### config.mk
export PLATFORM = sky130hd
export DESIGN_NAME = rxs_top
export DESIGN_NICKNAME = d
export VERILOG_FILES = /design/src/verilog/rxs_pkg.sv /design/src/verilog/rxs_top.sv
export SDC_FILE = /design/constraint.sdc
export NUM_CORES = 1
export LEC_CHECK = 0
export BUFFER_PORTS_ARGS = -buffer_cell sky130_fd_sc_hd__clkbuf_2
export CAP_MARGIN = 20
export CORE_MARGIN = 5
export CORE_UTILIZATION = 50
export DETAILED_ROUTE_END_ITERATION = 7
export HOLD_SLACK_MARGIN = 0.02
export MAX_ROUTING_LAYER = met4
export PLACE_DENSITY = 0.82
export SLEW_MARGIN = 25
export SYNTH_ARGS = -nofsm -noshare
export SYNTH_HDL_FRONTEND = slang
export SYNTH_SLANG_ARGS = --single-unit
### constraint.sdc
create_clock -name sys_clk -period 6 [get_ports sys_clk]
set_clock_uncertainty 0.05 [all_clocks]
set_input_delay 1.2 -clock sys_clk [delete_from_list [all_inputs] [get_ports sys_clk]]
set_output_delay 1.2 -clock sys_clk [all_outputs]
set_load 0.02 [all_outputs]
### src/verilog/rxs_pkg.sv
// Constants shared by the receive status and receiver control block
package rxs_pkg;
  // Register byte offsets
  localparam logic [3:0] MAC_CTRL_OFS = 4'h0;
  localparam logic [3:0] CSUM_CTRL_OFS = 4'h4;
  localparam logic [3:0] RX_STAT_OFS = 4'h8;
  localparam logic [3:0] LAST_WORD_OFS = 4'hC;
  // Control and status field positions
  localparam int RX_ENABLE_BIT = 2;
  localparam int PASS_BAD_BIT = 16;
  localparam int CSUM_EN_BIT = 0;
  localparam int ERR_FLAG_BIT = 0;
  localparam int RUNNING_BIT = 1;
  // Status word field positions
  localparam int SW_FILTER_FAIL = 30;
  localparam int SW_LEN_LSB = 16;
  localparam int SW_ERR_SUM = 15;
  localparam int SW_BCAST = 13;
  localparam int SW_LEN_ERR = 12;
  localparam int SW_RUNT = 11;
  localparam int SW_MCAST = 10;
  localparam int SW_TOO_LONG = 7;
  localparam int SW_LATE_COL = 6;
  localparam int SW_ETH_TYPE = 5;
  localparam int SW_WDOG = 4;
  localparam int SW_MII_ERR = 3;
  localparam int SW_DRIBBLE = 2;
  localparam int SW_CRC_ERR = 1;
  // Frame size limits, in bytes
  localparam logic [13:0] RUNT_LIMIT = 14'h0040;
  localparam logic [13:0] MAX_FRAME = 14'h05EE;
  localparam logic [13:0] MAX_LEN_FIELD = 14'h05DC;
  localparam logic [13:0] MIN_LEN_FIELD = 14'h002E;
  localparam logic [13:0] HDR_BYTES = 14'h000E;
  localparam logic [13:0] LEN_OVERHEAD = 14'h0012;
  localparam logic [13:0] WDOG_LIMIT = 14'h0800;
  localparam logic [13:0] LEN_SAT = 14'h3FFF;
  // Dribble thresholds for MII and 10 Mbps modes
  localparam logic [2:0] DRIB_MII = 3'h4;
  localparam logic [2:0] DRIB_TEN = 3'h3;
  // Byte positions inside a frame
  localparam logic [13:0] DA_LAST = 14'h0005;
  localparam logic [13:0] TYPE_HI = 14'h000C;
  localparam logic [13:0] TYPE_LO = 14'h000D;
  // Checksum bytes appended after the payload
  localparam logic [1:0] CSUM_LAST = 2'h3;
  // Reset values
  localparam logic [31:0] MAC_CTRL_RST = 32'h0000_0000;
  localparam logic CSUM_EN_RST = 1'b0;
  // Receive sequencer states
  typedef enum logic [3:0] {
    ST_IDLE = 4'b0001,
    ST_RECV = 4'b0010,
    ST_CSUM = 4'b0100,
    ST_DONE = 4'b1000
  } rxs_state_type;
endpackage

### src/verilog/rxs_top.sv
// Receive status word builder, checksum append and receiver control
`timescale 1ns/1ps
`default_nettype none
// Notes on behaviour
// (RULE1) Status bits 31, 14, 9:8 and 0 always read zero.
// (RULE2) Bit 30 set when the frame failed the address filter.
// (RULE3) Bits 29:16 carry the frame size in bytes.
// (RULE4) Bit 15 is the OR of bits 11, 7, 6 and 1.
// (RULE5) Bit 13 set for a broadcast destination address.
// (RULE6) Bit 12 set when length field disagrees with actual length.
// (RULE7) Bit 11 marks a runt, a frame shorter than 64 bytes.
// (RULE8) Runts reach the host only with pass-bad-frames set.
// (RULE9) Bit 10 set for a multicast destination address.
// (RULE10) Bit 7 flags frames over 1518 bytes, never truncated.
// (RULE11) Bit 6 flags a late collision.
// (RULE12) Bit 5 set when type field exceeds 1500, never under 14 bytes.
// (RULE13) Bit 4 flags watchdog expiry on very long frames.
// (RULE14) Bit 3 set when receive error was seen during the frame.
// (RULE15) Bit 2 flags dribble bits: 4 in MII, 3 or more at 10 Mbps.
// (RULE16) Dribble flag held clear when late collision is set.
// (RULE17) Bit 1 set on CRC mismatch or receive error.
// (RULE18) With offload enabled, 4 checksum bytes follow the payload.
// (RULE19) Host reads status word before the frame data.
// (RULE20) Clearing receive enable halts; halt gives one event pulse.
// (RULE21) Host may flush FIFOs, then sets receive enable again.
// (RULE22) FIFO underruns or status overrun raise the error flag.
// (RULE23) Status word is written after all frame data.
// (RULE24) Host soft-resets after any underrun.
// (RULE25) Error flag stays set until software clears it.
module rxs_top
  import rxs_pkg::*;
(
  // Clock and reset
  input wire logic sys_clk,
  input wire logic rstn,
  // Register port
  input wire logic [3:0] reg_addr,
  input wire logic [31:0] reg_wdata,
  input wire logic reg_wr,
  input wire logic reg_rd,
  output logic [31:0] reg_rdata,
  // MAC receive byte stream
  input wire logic rx_valid,
  input wire logic [7:0] rx_data,
  input wire logic rx_last,
  input wire logic rx_er,
  // MAC end-of-frame indications, valid with rx_last
  input wire logic mac_filter_fail,
  input wire logic mac_late_col,
  input wire logic mac_crc_bad,
  input wire logic [2:0] mac_dribble_bits,
  input wire logic mac_ten_mode,
  input wire logic [31:0] rx_csum,
  // FIFO error events
  input wire logic dfifo_underrun,
  input wire logic sfifo_underrun,
  input wire logic sfifo_overrun,
  // Data and status FIFO writes
  output logic dfifo_wr,
  output logic [7:0] dfifo_data,
  output logic dfifo_discard,
  output logic sfifo_wr,
  output logic [31:0] sfifo_data,
  // Receiver state
  output logic receiver_halted_event,
  output logic receive_error_flag
);

  logic rst_meta_reg;
  logic rst_sync_reg;
  wire logic rst_n;
  rxs_state_type state_reg;
  logic [31:0] mac_control_reg;
  logic csum_en_reg;
  logic running_reg;
  logic [13:0] len_reg;
  logic bcast_reg;
  logic mcast_reg;
  logic [15:0] type_reg;
  logic er_seen_reg;
  logic filt_reg;
  logic late_reg;
  logic crc_reg;
  logic drib_reg;
  logic [31:0] csum_reg;
  logic [1:0] csum_idx_reg;
  logic [31:0] last_word_reg;
  logic [31:0] word;
  logic runt;
  logic take;
  logic err_evt;

  // Reset release through two flops
  always_ff @(posedge sys_clk or negedge rstn) begin
    if (!rstn) begin
      rst_meta_reg <= 1'b0;
      rst_sync_reg <= 1'b0;
    end else begin
      rst_meta_reg <= 1'b1;
      rst_sync_reg <= rst_meta_reg;
    end
  end
  assign rst_n = rst_sync_reg;

  // The first byte of a frame is taken in idle, so none is lost
  assign take = rx_valid && ((state_reg == ST_RECV)
    || (state_reg == ST_IDLE && running_reg
        && mac_control_reg[RX_ENABLE_BIT]));
  assign runt = len_reg < RUNT_LIMIT;
  assign err_evt = dfifo_underrun | sfifo_underrun | sfifo_overrun;

  // Status word assembled from the per-frame flags
  always_comb begin
    word = 32'h0000_0000; // Reserved bits stay zero [RULE1]
    word[SW_FILTER_FAIL] = filt_reg; // [RULE2]
    word[SW_LEN_LSB +: 14] = len_reg; // [RULE3]
    word[SW_BCAST] = bcast_reg; // [RULE5]
    word[SW_LEN_ERR] = (type_reg <= 16'(MAX_LEN_FIELD))
      && (type_reg >= 16'(MIN_LEN_FIELD))
      && (len_reg != type_reg[13:0] + LEN_OVERHEAD); // [RULE6]
    word[SW_RUNT] = runt; // [RULE7]
    word[SW_MCAST] = mcast_reg && !bcast_reg; // [RULE9]
    word[SW_TOO_LONG] = len_reg > MAX_FRAME; // [RULE10]
    word[SW_LATE_COL] = late_reg; // [RULE11]
    word[SW_ETH_TYPE] = (type_reg > 16'(MAX_LEN_FIELD))
      && (len_reg >= HDR_BYTES); // [RULE12]
    word[SW_WDOG] = len_reg > WDOG_LIMIT; // [RULE13]
    word[SW_MII_ERR] = er_seen_reg; // [RULE14]
    word[SW_DRIBBLE] = drib_reg && !late_reg; // [RULE15] [RULE16]
    word[SW_CRC_ERR] = crc_reg || er_seen_reg; // [RULE17]
    word[SW_ERR_SUM] = word[SW_RUNT] | word[SW_TOO_LONG]
      | word[SW_LATE_COL] | word[SW_CRC_ERR]; // [RULE4]
  end

  // Register writes; receive enable steers the sequencer
  always_ff @(posedge sys_clk or negedge rst_n) begin
    if (!rst_n) begin
      mac_control_reg <= MAC_CTRL_RST;
      csum_en_reg <= CSUM_EN_RST;
    end else if (reg_wr) begin
      if (reg_addr == MAC_CTRL_OFS)
        mac_control_reg <= reg_wdata; // [RULE20] [RULE21]
      if (reg_addr == CSUM_CTRL_OFS)
        csum_en_reg <= reg_wdata[CSUM_EN_BIT];
    end
  end

  // Sticky error flag; a new event beats a same-cycle clear
  always_ff @(posedge sys_clk or negedge rst_n) begin
    if (!rst_n)
      receive_error_flag <= 1'b0;
    else if (err_evt)
      receive_error_flag <= 1'b1; // [RULE22] [RULE25]
    else if (reg_wr && reg_addr == RX_STAT_OFS
             && reg_wdata[ERR_FLAG_BIT])
      receive_error_flag <= 1'b0;
  end

  // Read data, one cycle after the strobe; unmapped reads give zero
  always_ff @(posedge sys_clk or negedge rst_n) begin
    if (!rst_n) begin
      reg_rdata <= 32'h0000_0000;
    end else begin
      reg_rdata <= 32'h0000_0000;
      if (reg_rd) begin
        unique case (reg_addr)
          MAC_CTRL_OFS: reg_rdata <= mac_control_reg;
          CSUM_CTRL_OFS: reg_rdata <= {31'h0, csum_en_reg};
          RX_STAT_OFS: reg_rdata <= {30'h0, running_reg,
                                     receive_error_flag};
          LAST_WORD_OFS: reg_rdata <= last_word_reg;
          default: reg_rdata <= 32'h0000_0000;
        endcase
      end
    end
  end

  // Sequencer: frames start only while running, halt between frames
  always_ff @(posedge sys_clk or negedge rst_n) begin
    if (!rst_n) begin
      state_reg <= ST_IDLE;
      running_reg <= 1'b0;
      receiver_halted_event <= 1'b0;
    end else begin
      receiver_halted_event <= 1'b0;
      unique case (state_reg)
        ST_IDLE: begin
          if (!mac_control_reg[RX_ENABLE_BIT]) begin
            running_reg <= 1'b0;
            receiver_halted_event <= running_reg; // [RULE20]
          end else begin
            running_reg <= 1'b1;
            // A byte in the first enabled cycle is skipped, later ones start a frame; the first
            // byte is taken here, so a one-byte frame ends at once
            if (running_reg && rx_valid && !rx_last)
              state_reg <= ST_RECV;
            else if (running_reg && rx_valid)
              state_reg <= csum_en_reg ? ST_CSUM : ST_DONE;
          end
        end
        ST_RECV: begin
          if (rx_valid && rx_last)
            state_reg <= csum_en_reg ? ST_CSUM : ST_DONE;
        end
        ST_CSUM: begin
          if (csum_idx_reg == CSUM_LAST)
            state_reg <= ST_DONE; // [RULE18]
        end
        ST_DONE: state_reg <= ST_IDLE;
      endcase
    end
  end

  // Per-frame flags and byte count; the count saturates
  always_ff @(posedge sys_clk or negedge rst_n) begin
    if (!rst_n) begin
      len_reg <= 14'h0000;
      bcast_reg <= 1'b0;
      mcast_reg <= 1'b0;
      type_reg <= 16'h0000;
      er_seen_reg <= 1'b0;
      filt_reg <= 1'b0;
      late_reg <= 1'b0;
      crc_reg <= 1'b0;
      drib_reg <= 1'b0;
      csum_reg <= 32'h0000_0000;
    end else if (take) begin
      if (len_reg != LEN_SAT)
        len_reg <= len_reg + 14'h0001; // [RULE3]
      if (len_reg == 14'h0000)
        mcast_reg <= rx_data[0]; // [RULE9]
      if (len_reg <= DA_LAST && rx_data != 8'hFF)
        bcast_reg <= 1'b0; // [RULE5]
      if (len_reg == TYPE_HI)
        type_reg[15:8] <= rx_data;
      if (len_reg == TYPE_LO)
        type_reg[7:0] <= rx_data;
      if (rx_er)
        er_seen_reg <= 1'b1; // [RULE14]
      if (rx_last) begin
        filt_reg <= mac_filter_fail;
        late_reg <= mac_late_col;
        crc_reg <= mac_crc_bad;
        drib_reg <= mac_ten_mode ? (mac_dribble_bits >= DRIB_TEN)
                    : (mac_dribble_bits == DRIB_MII); // [RULE15]
        csum_reg <= rx_csum;
      end
    end else if (state_reg == ST_IDLE || state_reg == ST_DONE) begin
      // Cleared as the word is pushed, ready for the next first byte
      len_reg <= 14'h0000;
      bcast_reg <= 1'b1;
      mcast_reg <= 1'b0;
      type_reg <= 16'h0000;
      er_seen_reg <= 1'b0;
    end
  end

  // Data FIFO: frame bytes, then checksum bytes low byte first
  always_ff @(posedge sys_clk or negedge rst_n) begin
    if (!rst_n) begin
      dfifo_wr <= 1'b0;
      dfifo_data <= 8'h00;
      csum_idx_reg <= 2'h0;
    end else begin
      dfifo_wr <= 1'b0;
      if (take) begin
        dfifo_wr <= 1'b1; // Whole frame kept, never truncated [RULE10]
        dfifo_data <= rx_data;
        csum_idx_reg <= 2'h0;
      end else if (state_reg == ST_CSUM) begin
        dfifo_wr <= 1'b1; // [RULE18]
        dfifo_data <= csum_reg[{csum_idx_reg, 3'h0} +: 8];
        csum_idx_reg <= csum_idx_reg + 2'h1;
      end
    end
  end

  // Status push after the data, or discard of a dropped runt
  always_ff @(posedge sys_clk or negedge rst_n) begin
    if (!rst_n) begin
      sfifo_wr <= 1'b0;
      sfifo_data <= 32'h0000_0000;
      dfifo_discard <= 1'b0;
      last_word_reg <= 32'h0000_0000;
    end else begin
      sfifo_wr <= 1'b0;
      dfifo_discard <= 1'b0;
      if (state_reg == ST_DONE) begin
        if (runt && !mac_control_reg[PASS_BAD_BIT]) begin
          dfifo_discard <= 1'b1; // [RULE8]
        end else begin
          sfifo_wr <= 1'b1; // Follows last data write [RULE23]
          sfifo_data <= word;
          last_word_reg <= word;
        end
      end
    end
  end

  // Checks on the status word and the control sequence
  resv_bits_a: assert property ( // [RULE1]
    @(posedge sys_clk) disable iff (!rst_n)
    sfifo_wr |-> (sfifo_data[31] == 1'b0 && sfifo_data[14] == 1'b0
      && sfifo_data[9:8] == 2'h0 && sfifo_data[0] == 1'b0))
    else $error("reserved status bits not zero");

  err_summary_a: assert property ( // [RULE4]
    @(posedge sys_clk) disable iff (!rst_n)
    sfifo_wr |-> sfifo_data[15] == (sfifo_data[11] | sfifo_data[7]
      | sfifo_data[6] | sfifo_data[1]))
    else $error("error summary mismatch");

  stat_after_data_a: assert property ( // [RULE23]
    @(posedge sys_clk) disable iff (!rst_n)
    sfifo_wr |-> !dfifo_wr && $past(state_reg) == ST_DONE)
    else $error("status written beside data");

  runt_pass_a: assert property ( // [RULE8]
    @(posedge sys_clk) disable iff (!rst_n)
    (sfifo_wr && sfifo_data[11]) |-> $past(mac_control_reg[16]))
    else $error("runt forwarded without pass-bad");

  dribble_clear_a: assert property ( // [RULE16]
    @(posedge sys_clk) disable iff (!rst_n)
    (sfifo_wr && sfifo_data[6]) |-> !sfifo_data[2])
    else $error("dribble set with late collision");

  short_type_a: assert property ( // [RULE12]
    @(posedge sys_clk) disable iff (!rst_n)
    (sfifo_wr && sfifo_data[29:16] < 14'h000E) |-> !sfifo_data[5])
    else $error("frame type set on short runt");

  halt_pulse_a: assert property ( // [RULE20]
    @(posedge sys_clk) disable iff (!rst_n)
    receiver_halted_event |=> !receiver_halted_event && !running_reg)
    else $error("halt event not a single pulse");

  err_sticky_a: assert property ( // [RULE22]
    @(posedge sys_clk) disable iff (!rst_n)
    err_evt |=> receive_error_flag [*2])
    else $error("error flag not held");

  csum_bytes_a: assert property ( // [RULE18]
    @(posedge sys_clk) disable iff (!rst_n)
    $rose(state_reg == ST_CSUM) |-> (state_reg == ST_CSUM) [*4]
      ##1 state_reg == ST_DONE)
    else $error("checksum append not four bytes");

  first_byte_a: assert property ( // [RULE3]
    @(posedge sys_clk) disable iff (!rst_n)
    (state_reg == ST_IDLE && running_reg && rx_valid
      && mac_control_reg[RX_ENABLE_BIT]) |=> dfifo_wr)
    else $error("first frame byte not taken");

  err_hold_a: assert property ( // [RULE25]
    @(posedge sys_clk) disable iff (!rst_n)
    (receive_error_flag && !(reg_wr && reg_addr == RX_STAT_OFS))
      |=> receive_error_flag)
    else $error("error flag dropped without clear");

  halt_stopped_a: assert property ( // [RULE20]
    @(posedge sys_clk) disable iff (!rst_n)
    receiver_halted_event |-> !$past(mac_control_reg[RX_ENABLE_BIT]))
    else $error("halt event while enabled");

  bcast_only_a: assert property ( // [RULE9]
    @(posedge sys_clk) disable iff (!rst_n)
    sfifo_wr |-> !(sfifo_data[13] && sfifo_data[10]))
    else $error("multicast set on broadcast");

  frame_done_c: cover property (
    @(posedge sys_clk) disable iff (!rst_n) sfifo_wr);
  runt_drop_c: cover property (
    @(posedge sys_clk) disable iff (!rst_n) dfifo_discard);
  halt_c: cover property (
    @(posedge sys_clk) disable iff (!rst_n) receiver_halted_event);
  csum_c: cover property (
    @(posedge sys_clk) disable iff (!rst_n) state_reg == ST_CSUM);
  err_c: cover property (
    @(posedge sys_clk) disable iff (!rst_n) receive_error_flag);

endmodule
`default_nettype wire

==> reports/results.tsv, run 1 <==
stage	metric	value	unit
drt	DR pass1 iterations	5	
worst_setup_path	crit-path cells	clkbuf_2 > nand3_1 > o2bb2ai_4 > nor4b_4 > nand4_2 > nand3_1 > o21ai_1	
place	gp weighted congestion	0.865	
finish	Area Overhead vs Synth	19.5	%
finish	number of diodes	0	
cts	Num CTS Buffers	17	
worst_setup_path	WP data required	6.26	ns
worst_setup_path	most frequent CP cell	nand3_1	
power	pwr/cell area	364	nW/µm²
drt	DR vias	5853	
timing	Worst Max-Slew Pin Slew	1.01	ns
drt	ANT nets after route	0	
cts	Sink Count	183	
worst_setup_path	Worst path top cell family by delay	simple AND/OR/NAND/NOR gates	
cts	CTS H-Tree Depth	4	
floorplan	row count	46	
power	Max VDD drop	270	µV
worst_setup_path	CP bufs+invs	1	
floorplan	Die ar.	18900	µm²
grt	first-pass GRT wire length	29500	µm
worst_setup_path	critical path class	input port to flip-flop	
timing	Slew headroom	32.6	%
status	run status	complete, no violations	
cts	CTS max path bufs	2	
yosys	synthesis-stage register bit count	183	
timing	fmax	341	MHz
place	port bufs	164	
yosys	mapped cell area	8130	µm²
place	DP HPWL	13200	µm
min_path	min-delay worst type	flip-flop to async pin	
finish	Fillers	1247	
timing	Fin Hold WS	0.246	ns
drt	Routed WL per cell	17.4	µm
drt	DRT Wirelength	18400	µm
floorplan	Die W	138	µm
floorplan	Die H	138	µm
worst_setup_path	slowest stage cell, crit path	o2bb2ai_4	
power	cell leakage power	4.64	nW
worst_setup_path	crit path launch type	input port	
grt	antenna violations before repair	0	
worst_setup_path	Reg-to-Reg End	type_reg[7]$_DFFE_PN0P_	
floorplan	io pins	170	
floorplan	core area	15900	µm²
timing	Final Setup Violations	0	
yosys	sequential element share of the synthesized area	56.3	%
yosys	top_reg_cell synth	dfrtp_1	
grt	vias in the first global route	5801	
grt	largest net degree at the start of global routing	83	
timing	fin crit period	2.93	ns
yosys	Post-synth EDFFs	0	
yosys	asr flop ratio synth	100	%
yosys	Syn. warnings	0	
flow_run	max cap viols	0	
drt	initial drt markers	477	
finish	proportion of layout cells with a drive suffix above 1	37.3	%
cts	post-cts sizing count	0	
drt	DR vias/cell	5.54	
grt	GRT Resource Usage Total	20.6	%
cts	hold_buf cts	0	
yosys	Synth cell types	56	
grt	total grt overflow	0	
drt	# DRC	0	
cts	clk root buf	clkbuf_16	
cts	CTS tree	built	
timing	TNS Setup	0	ns
yosys	syn avg cell area	11.9	µm²
worst_setup_path	Worst R2R Path Depth	6	
yosys	Cells after Synth	683	
cts	clk_lat worst skew	0.43	ns
cts	post-CTS setup buffers	0	
finish	Net count, final	929	
worst_setup_path	CP Data Arrival Time	3.19	ns
timing	RSZ-0062 raised after global routing	no	
worst_setup_path	Reg-to-Reg Start	state_reg[0]$_DFFE_PN1P_	
worst_setup_path	CP endpoint kind	flip-flop	
worst_setup_path	Crit Path Max Fanout	26	
cts	clock transition at the registers of the reported paths	0.07	ns
timing	crit share post-route	48.9	%
worst_setup_path	crit-path max cell delay	0.52	ns
floorplan	Starting Density	51.0	%
timing	max-slew violations	0	
timing	Final Hold Vio Count	0	
worst_setup_path	R2R setup slack	3.13	ns
-- cell usage in the layout, fill, tap and decap left out, drive strengths merged, types with 4 or more instances in the layout --
cell	count
a21oi	16
a22oi	28
a31oi	5
and3	9
buf	10
clkbuf	182
conb	6
dfrtp	182
ha	7
inv	19
mux2	88
mux2i	10
mux4	8
nand2	38
nand3	25
nand3b	4
nand4	14
nor2	65
nor3	8
nor4	4
nor4b	5
o21ai	32
xnor2	20
xor2	9
-- area by class of cell --
class	instances	area [µm²]	area share, %
Timing Repair Buffer	174	908	9.35
Sequential cell	183	4580	47.2
Clock buffer	18	439	4.52
Clock inverter	13	159	1.64
Tap cell	216	270	2.78
Multi-Input combinational cell	442	3320	34.1
Inverter	11	41.3	0.425
-- worst reg2reg max path: stages (launching register included) --
cell       delay [ns]
dfstp_2          0.58
or4b_4           0.50
o2bb2ai_4        0.51
nor4b_4          0.42
nand4_2          0.37
nand3_1          0.24
o21ai_1          0.08
-- per-stage QoR --
| stage | std cells | worst slack, ns | cell area, µm² | power, W | utilization, % |
|---|---|---|---|---|---|
| global route | 1057 | 2.87 | 9720 | 0.00373 | 61.0 |
| detailed placement | 1025 | 2.69 | 9100 | 0.00243 | 57.1 |
| finish | 1057 | 3.07 | 9720 | 0.00354 | 61.0 |
| global placement | 1025 | 2.77 | 9100 | 0.00239 | 57.1 |
| floorplan | 687 | 0.475 | 8140 | 0.00217 | - |
| CTS | 1056 | 3.10 | 9700 | 0.00356 | 60.8 |
-- cell families after synthesis --
| kind of cell | synth area share [%] |
|---|---|
| xor gates and xnor gates | 3.12 |
| adders and majority gates | 1.08 |
| muxes | 15.6 |
| AOI/OAI and AO/OA | 8.87 |
| other | 0.0924 |
| DFF | 56.3 |
| and+or+nand+nor | 11.7 |
| buffers and inverters | 3.20 |
-- synthesized netlist by cell type (3+ instances only) --
| cell type | count | area [µm²] |
|---|---|---|
| a21oi_1 | 16 | 80.1 |
| a22oi_1 | 28 | 210 |
| a31oi_1 | 5 | 31.3 |
| a41oi_1 | 3 | 26.3 |
| and3_1 | 9 | 56.3 |
| buf_1 | 4 | 15.0 |
| buf_2 | 7 | 35.0 |
| buf_4 | 5 | 37.5 |
| clkbuf_1 | 35 | 131 |
| dfrtp_1 | 182 | 4550 |
| ha_1 | 7 | 87.6 |
| inv_1 | 11 | 41.3 |
| mux2_2 | 87 | 980 |
| mux2i_1 | 10 | 100 |
| mux4_2 | 8 | 180 |
| nand2_1 | 38 | 143 |
| nand3_1 | 25 | 125 |
| nand3b_1 | 4 | 30.0 |
| nand4_1 | 12 | 75.1 |
| nor2_1 | 65 | 244 |
| nor2b_1 | 3 | 18.8 |
| nor3_1 | 8 | 40.0 |
| nor4_1 | 4 | 25.0 |
| nor4b_1 | 3 | 26.3 |
| o211ai_1 | 3 | 22.5 |
| o21a_1 | 3 | 22.5 |
| o21ai_0 | 15 | 75.1 |
| o21ai_1 | 17 | 85.1 |
| o31ai_1 | 3 | 22.5 |
| xnor2_1 | 20 | 175 |
| xor2_1 | 9 | 78.8 |
-- power breakdown --
group / leakage (nW) / internal [W] / switching (W) / total [W]
combinational: 1.92 / 0.000361 / 0.000395 / 0.000756
clock: 0.289 / 0.000637 / 0.000490 / 0.00113
sequential: 2.43 / 0.00146 / 0.000198 / 0.00166
total: 4.64 / 0.00246 / 0.00108 / 0.00354
-- per-layer routing --
metal	global-route usage (%)	routed length, µm
met1	27.4	7920
met3	6.43	1750
met4	5.65	193
met2	30.8	8490
met5	-	0
-- worst max-delay path by stage --
stage	startpoint	endpoint	slack, ns	depth (start not counted)
floorplan	rst_n$_DFF_PN0_	bcast_reg$_DFFE_PN0P_	0.47	0
global placement	rx_valid	type_reg[13]$_DFFE_PN0P_	2.77	7
detailed placement	rx_valid	type_reg[14]$_DFFE_PN0P_	2.69	7
CTS	rx_valid	type_reg[7]$_DFFE_PN0P_	3.10	7
global route	rx_valid	type_reg[7]$_DFFE_PN0P_	2.87	7
finish	rx_valid	type_reg[7]$_DFFE_PN0P_	3.07	7
No activity file was read; power rests on OpenSTA's default activity.
==> inputs of run 2 (changes only) <==
- clock period: 6 -> 3 ns (I/O delays scaled with it)
==> reports/results.tsv, run 2 (synthesis gave the netlist of run 1 again) <==
stage	metric	value	unit	change
floorplan	row count	46		unchanged
finish	Net count, final	936		+0.75%
power	total power	0.00712	W	+100%
place	DP HPWL	13400	µm	+1.3%
power	pwr/cell area	727	nW/µm²	+100%
timing	crit share post-route	84.2	%	
finish	Register Area	4580	µm²	unchanged
drt	# DRC	0		unchanged
floorplan	io pins	170		unchanged
cts	Sink Count	183		unchanged
drt	DR pass1 iterations	5		unchanged
place	gp weighted congestion	0.900		+4.1%
timing	max-slew violations	0		unchanged
grt	largest net degree at the start of global routing	85		+2.4%
power	Max VDD drop	595	µV	+120%
timing	Final Hold Vio Count	0		unchanged
finish	Fillers	1275		+2.2%
cts	Num CTS Buffers	17		unchanged
worst_setup_path	critical path class	flip-flop to flip-flop		
worst_setup_path	Crit Path Max Fanout	16		-38%
timing	Final Setup Violations	0		unchanged
cts	hold_buf cts	1		+1
timing	Setup WS post-layout	0.473	ns	-2.60 ns
worst_setup_path	CP Data Arrival Time	2.78	ns	-0.41 ns
cts	clk root buf	clkbuf_16		
flow_run	max cap viols	0		unchanged
grt	antenna violations before repair	0		unchanged
timing	TNS Setup	0	ns	unchanged
cts	post-CTS setup buffers	0		unchanged
status	run status	complete, no violations		
drt	DRT Wirelength	18700	µm	+2.2%
grt	first-pass GRT wire length	30000	µm	+1.7%
finish	Area Overhead vs Synth	20.4	%	
grt	total grt overflow	0		unchanged
cts	CTS H-Tree Depth	4		unchanged
floorplan	Die H	138	µm	unchanged
worst_setup_path	CP endpoint kind	flip-flop		
drt	DR vias	5927		+1.3%
worst_setup_path	R2R setup slack	0.47	ns	-2.66 ns
worst_setup_path	Reg-to-Reg End	type_reg[4]$_DFFE_PN0P_		
finish	multi-input combinational cell area	3320	µm²	unchanged
drt	Routed WL per cell	17.6	µm	+1.4%
worst_setup_path	Reg-to-Reg Start	state_reg[0]$_DFFE_PN1P_		
cts	CTS max path bufs	2		unchanged
drt	ANT nets after route	0		unchanged
cts	clock transition at the registers of the reported paths	0.07	ns	about the same
cts	CTS tree	built		
cts	clk_lat worst skew	0.43	ns	about the same
timing	fmax	396	MHz	
floorplan	Die ar.	18900	µm²	unchanged
timing	RSZ-0062 raised after global routing	no		
place	DP Worst Slack	0.485	ns	-2.21 ns
finish	most frequent cells in the layout	181 x dfrtp_1, 164 x clkbuf_2, 87 x mux2_2		
timing	Slew headroom	33.0	%	+0.44 points
grt	vias in the first global route	5971		+2.9%
floorplan	core area	15900	µm²	unchanged
floorplan	Die W	138	µm	unchanged
timing	fin crit period	2.53	ns	
min_path	min-delay worst type	flip-flop to async pin		
drt	DR vias/cell	5.57		+0.50%
power	cell leakage power	4.69	nW	+1.1%
floorplan	Starting Density	51.0	%	unchanged
worst_setup_path	crit path launch type	flip-flop		
cts	post-cts sizing count	0		unchanged
finish	number of diodes	0		unchanged
worst_setup_path	WP data required	3.25	ns	-3.01 ns
drt	initial drt markers	496		+4.0%
grt	GRT Resource Usage Total	20.9	%	+0.33 points
finish	commonest non-fill, non-tap cell in the layout	dfrtp_1		
place	port bufs	164		unchanged
worst_setup_path	Worst R2R Path Depth	6		unchanged
finish	proportion of layout cells with a drive suffix above 1	37.7	%	+0.35 points
timing	Worst Max-Slew Pin Slew	1.00	ns	-0.00907 ns
run 2: changes by cell type in the layout (fill, tap and decap cells not counted), sizes merged:
cell         previous run  this run
dlygate4sd3             0         1
clkinvlp                2         0
buf                    10        16
clkinv                  1         3
clkbuf                182       183
run 2: layout make-up:
cell class / instances / share of cell area [%]
flip-flops and latches: 183 / 46.8
multi-input cells: 442 / 33.9
repair buffers: 181 / 9.97
clock buffers: 19 / 4.53
well taps: 216 / 2.76
clock inverters: 13 / 1.61
inverters: 11 / 0.422
run 2: stage by stage:
step | hold slack (ns) | instance area (µm²) | util [%] | std cells
global route | 0.298 | 9790 | 61.4 | 1065
global placement | 0.285 | 9180 | 57.6 | 1032
finish | 0.284 | 9790 | 61.4 | 1065
CTS | 0.295 | 9790 | 61.4 | 1065
floorplan | 0.254 | 8150 | - | 687
detailed placement | 0.293 | 9180 | 57.6 | 1032
run 2: how the worst max path moves through the flow:
stage | from | to | slack (ns) | cells after the start
global route | len_reg[9]$_DFFE_PN0P_ | type_reg[7]$_DFFE_PN0P_ | 0.26 | 6
finish | state_reg[0]$_DFFE_PN1P_ | type_reg[4]$_DFFE_PN0P_ | 0.47 | 6
floorplan | state_reg[0]$_DFFE_PN1P_ | type_reg[14]$_DFFE_PN0P_ | 0.73 | 7
detailed placement | state_reg[0]$_DFFE_PN1P_ | type_reg[5]$_DFFE_PN0P_ | 0.49 | 6
CTS | state_reg[0]$_DFFE_PN1P_ | type_reg[4]$_DFFE_PN0P_ | 0.45 | 6
global placement | state_reg[0]$_DFFE_PN1P_ | type_reg[13]$_DFFE_PN0P_ | 0.57 | 6
run 2: worst max-delay path: stages, from the launching register on:
cell	delay, ns
dfstp_2	0.58
or4b_4	0.49
o2bb2ai_4	0.24
nor4b_4	0.35
nand4_2	0.39
nand3_1	0.21
o21ai_1	0.09
run 2: power by group:
part	leakage (nW)	internal [W]	switching, W
clock	0.298	0.00128	0.000988
sequential	2.43	0.00292	0.000397
combinational	1.96	0.000729	0.000801
run 2: metal layers:
metal	up-vias	track usage [%]	part of all wire (%)
met5	-	-	0
met1	2922	27.3	42
met3	27	7.20	10
li1	2745	-	-
met4	0	6.37	1.6
met2	233	31.1	46
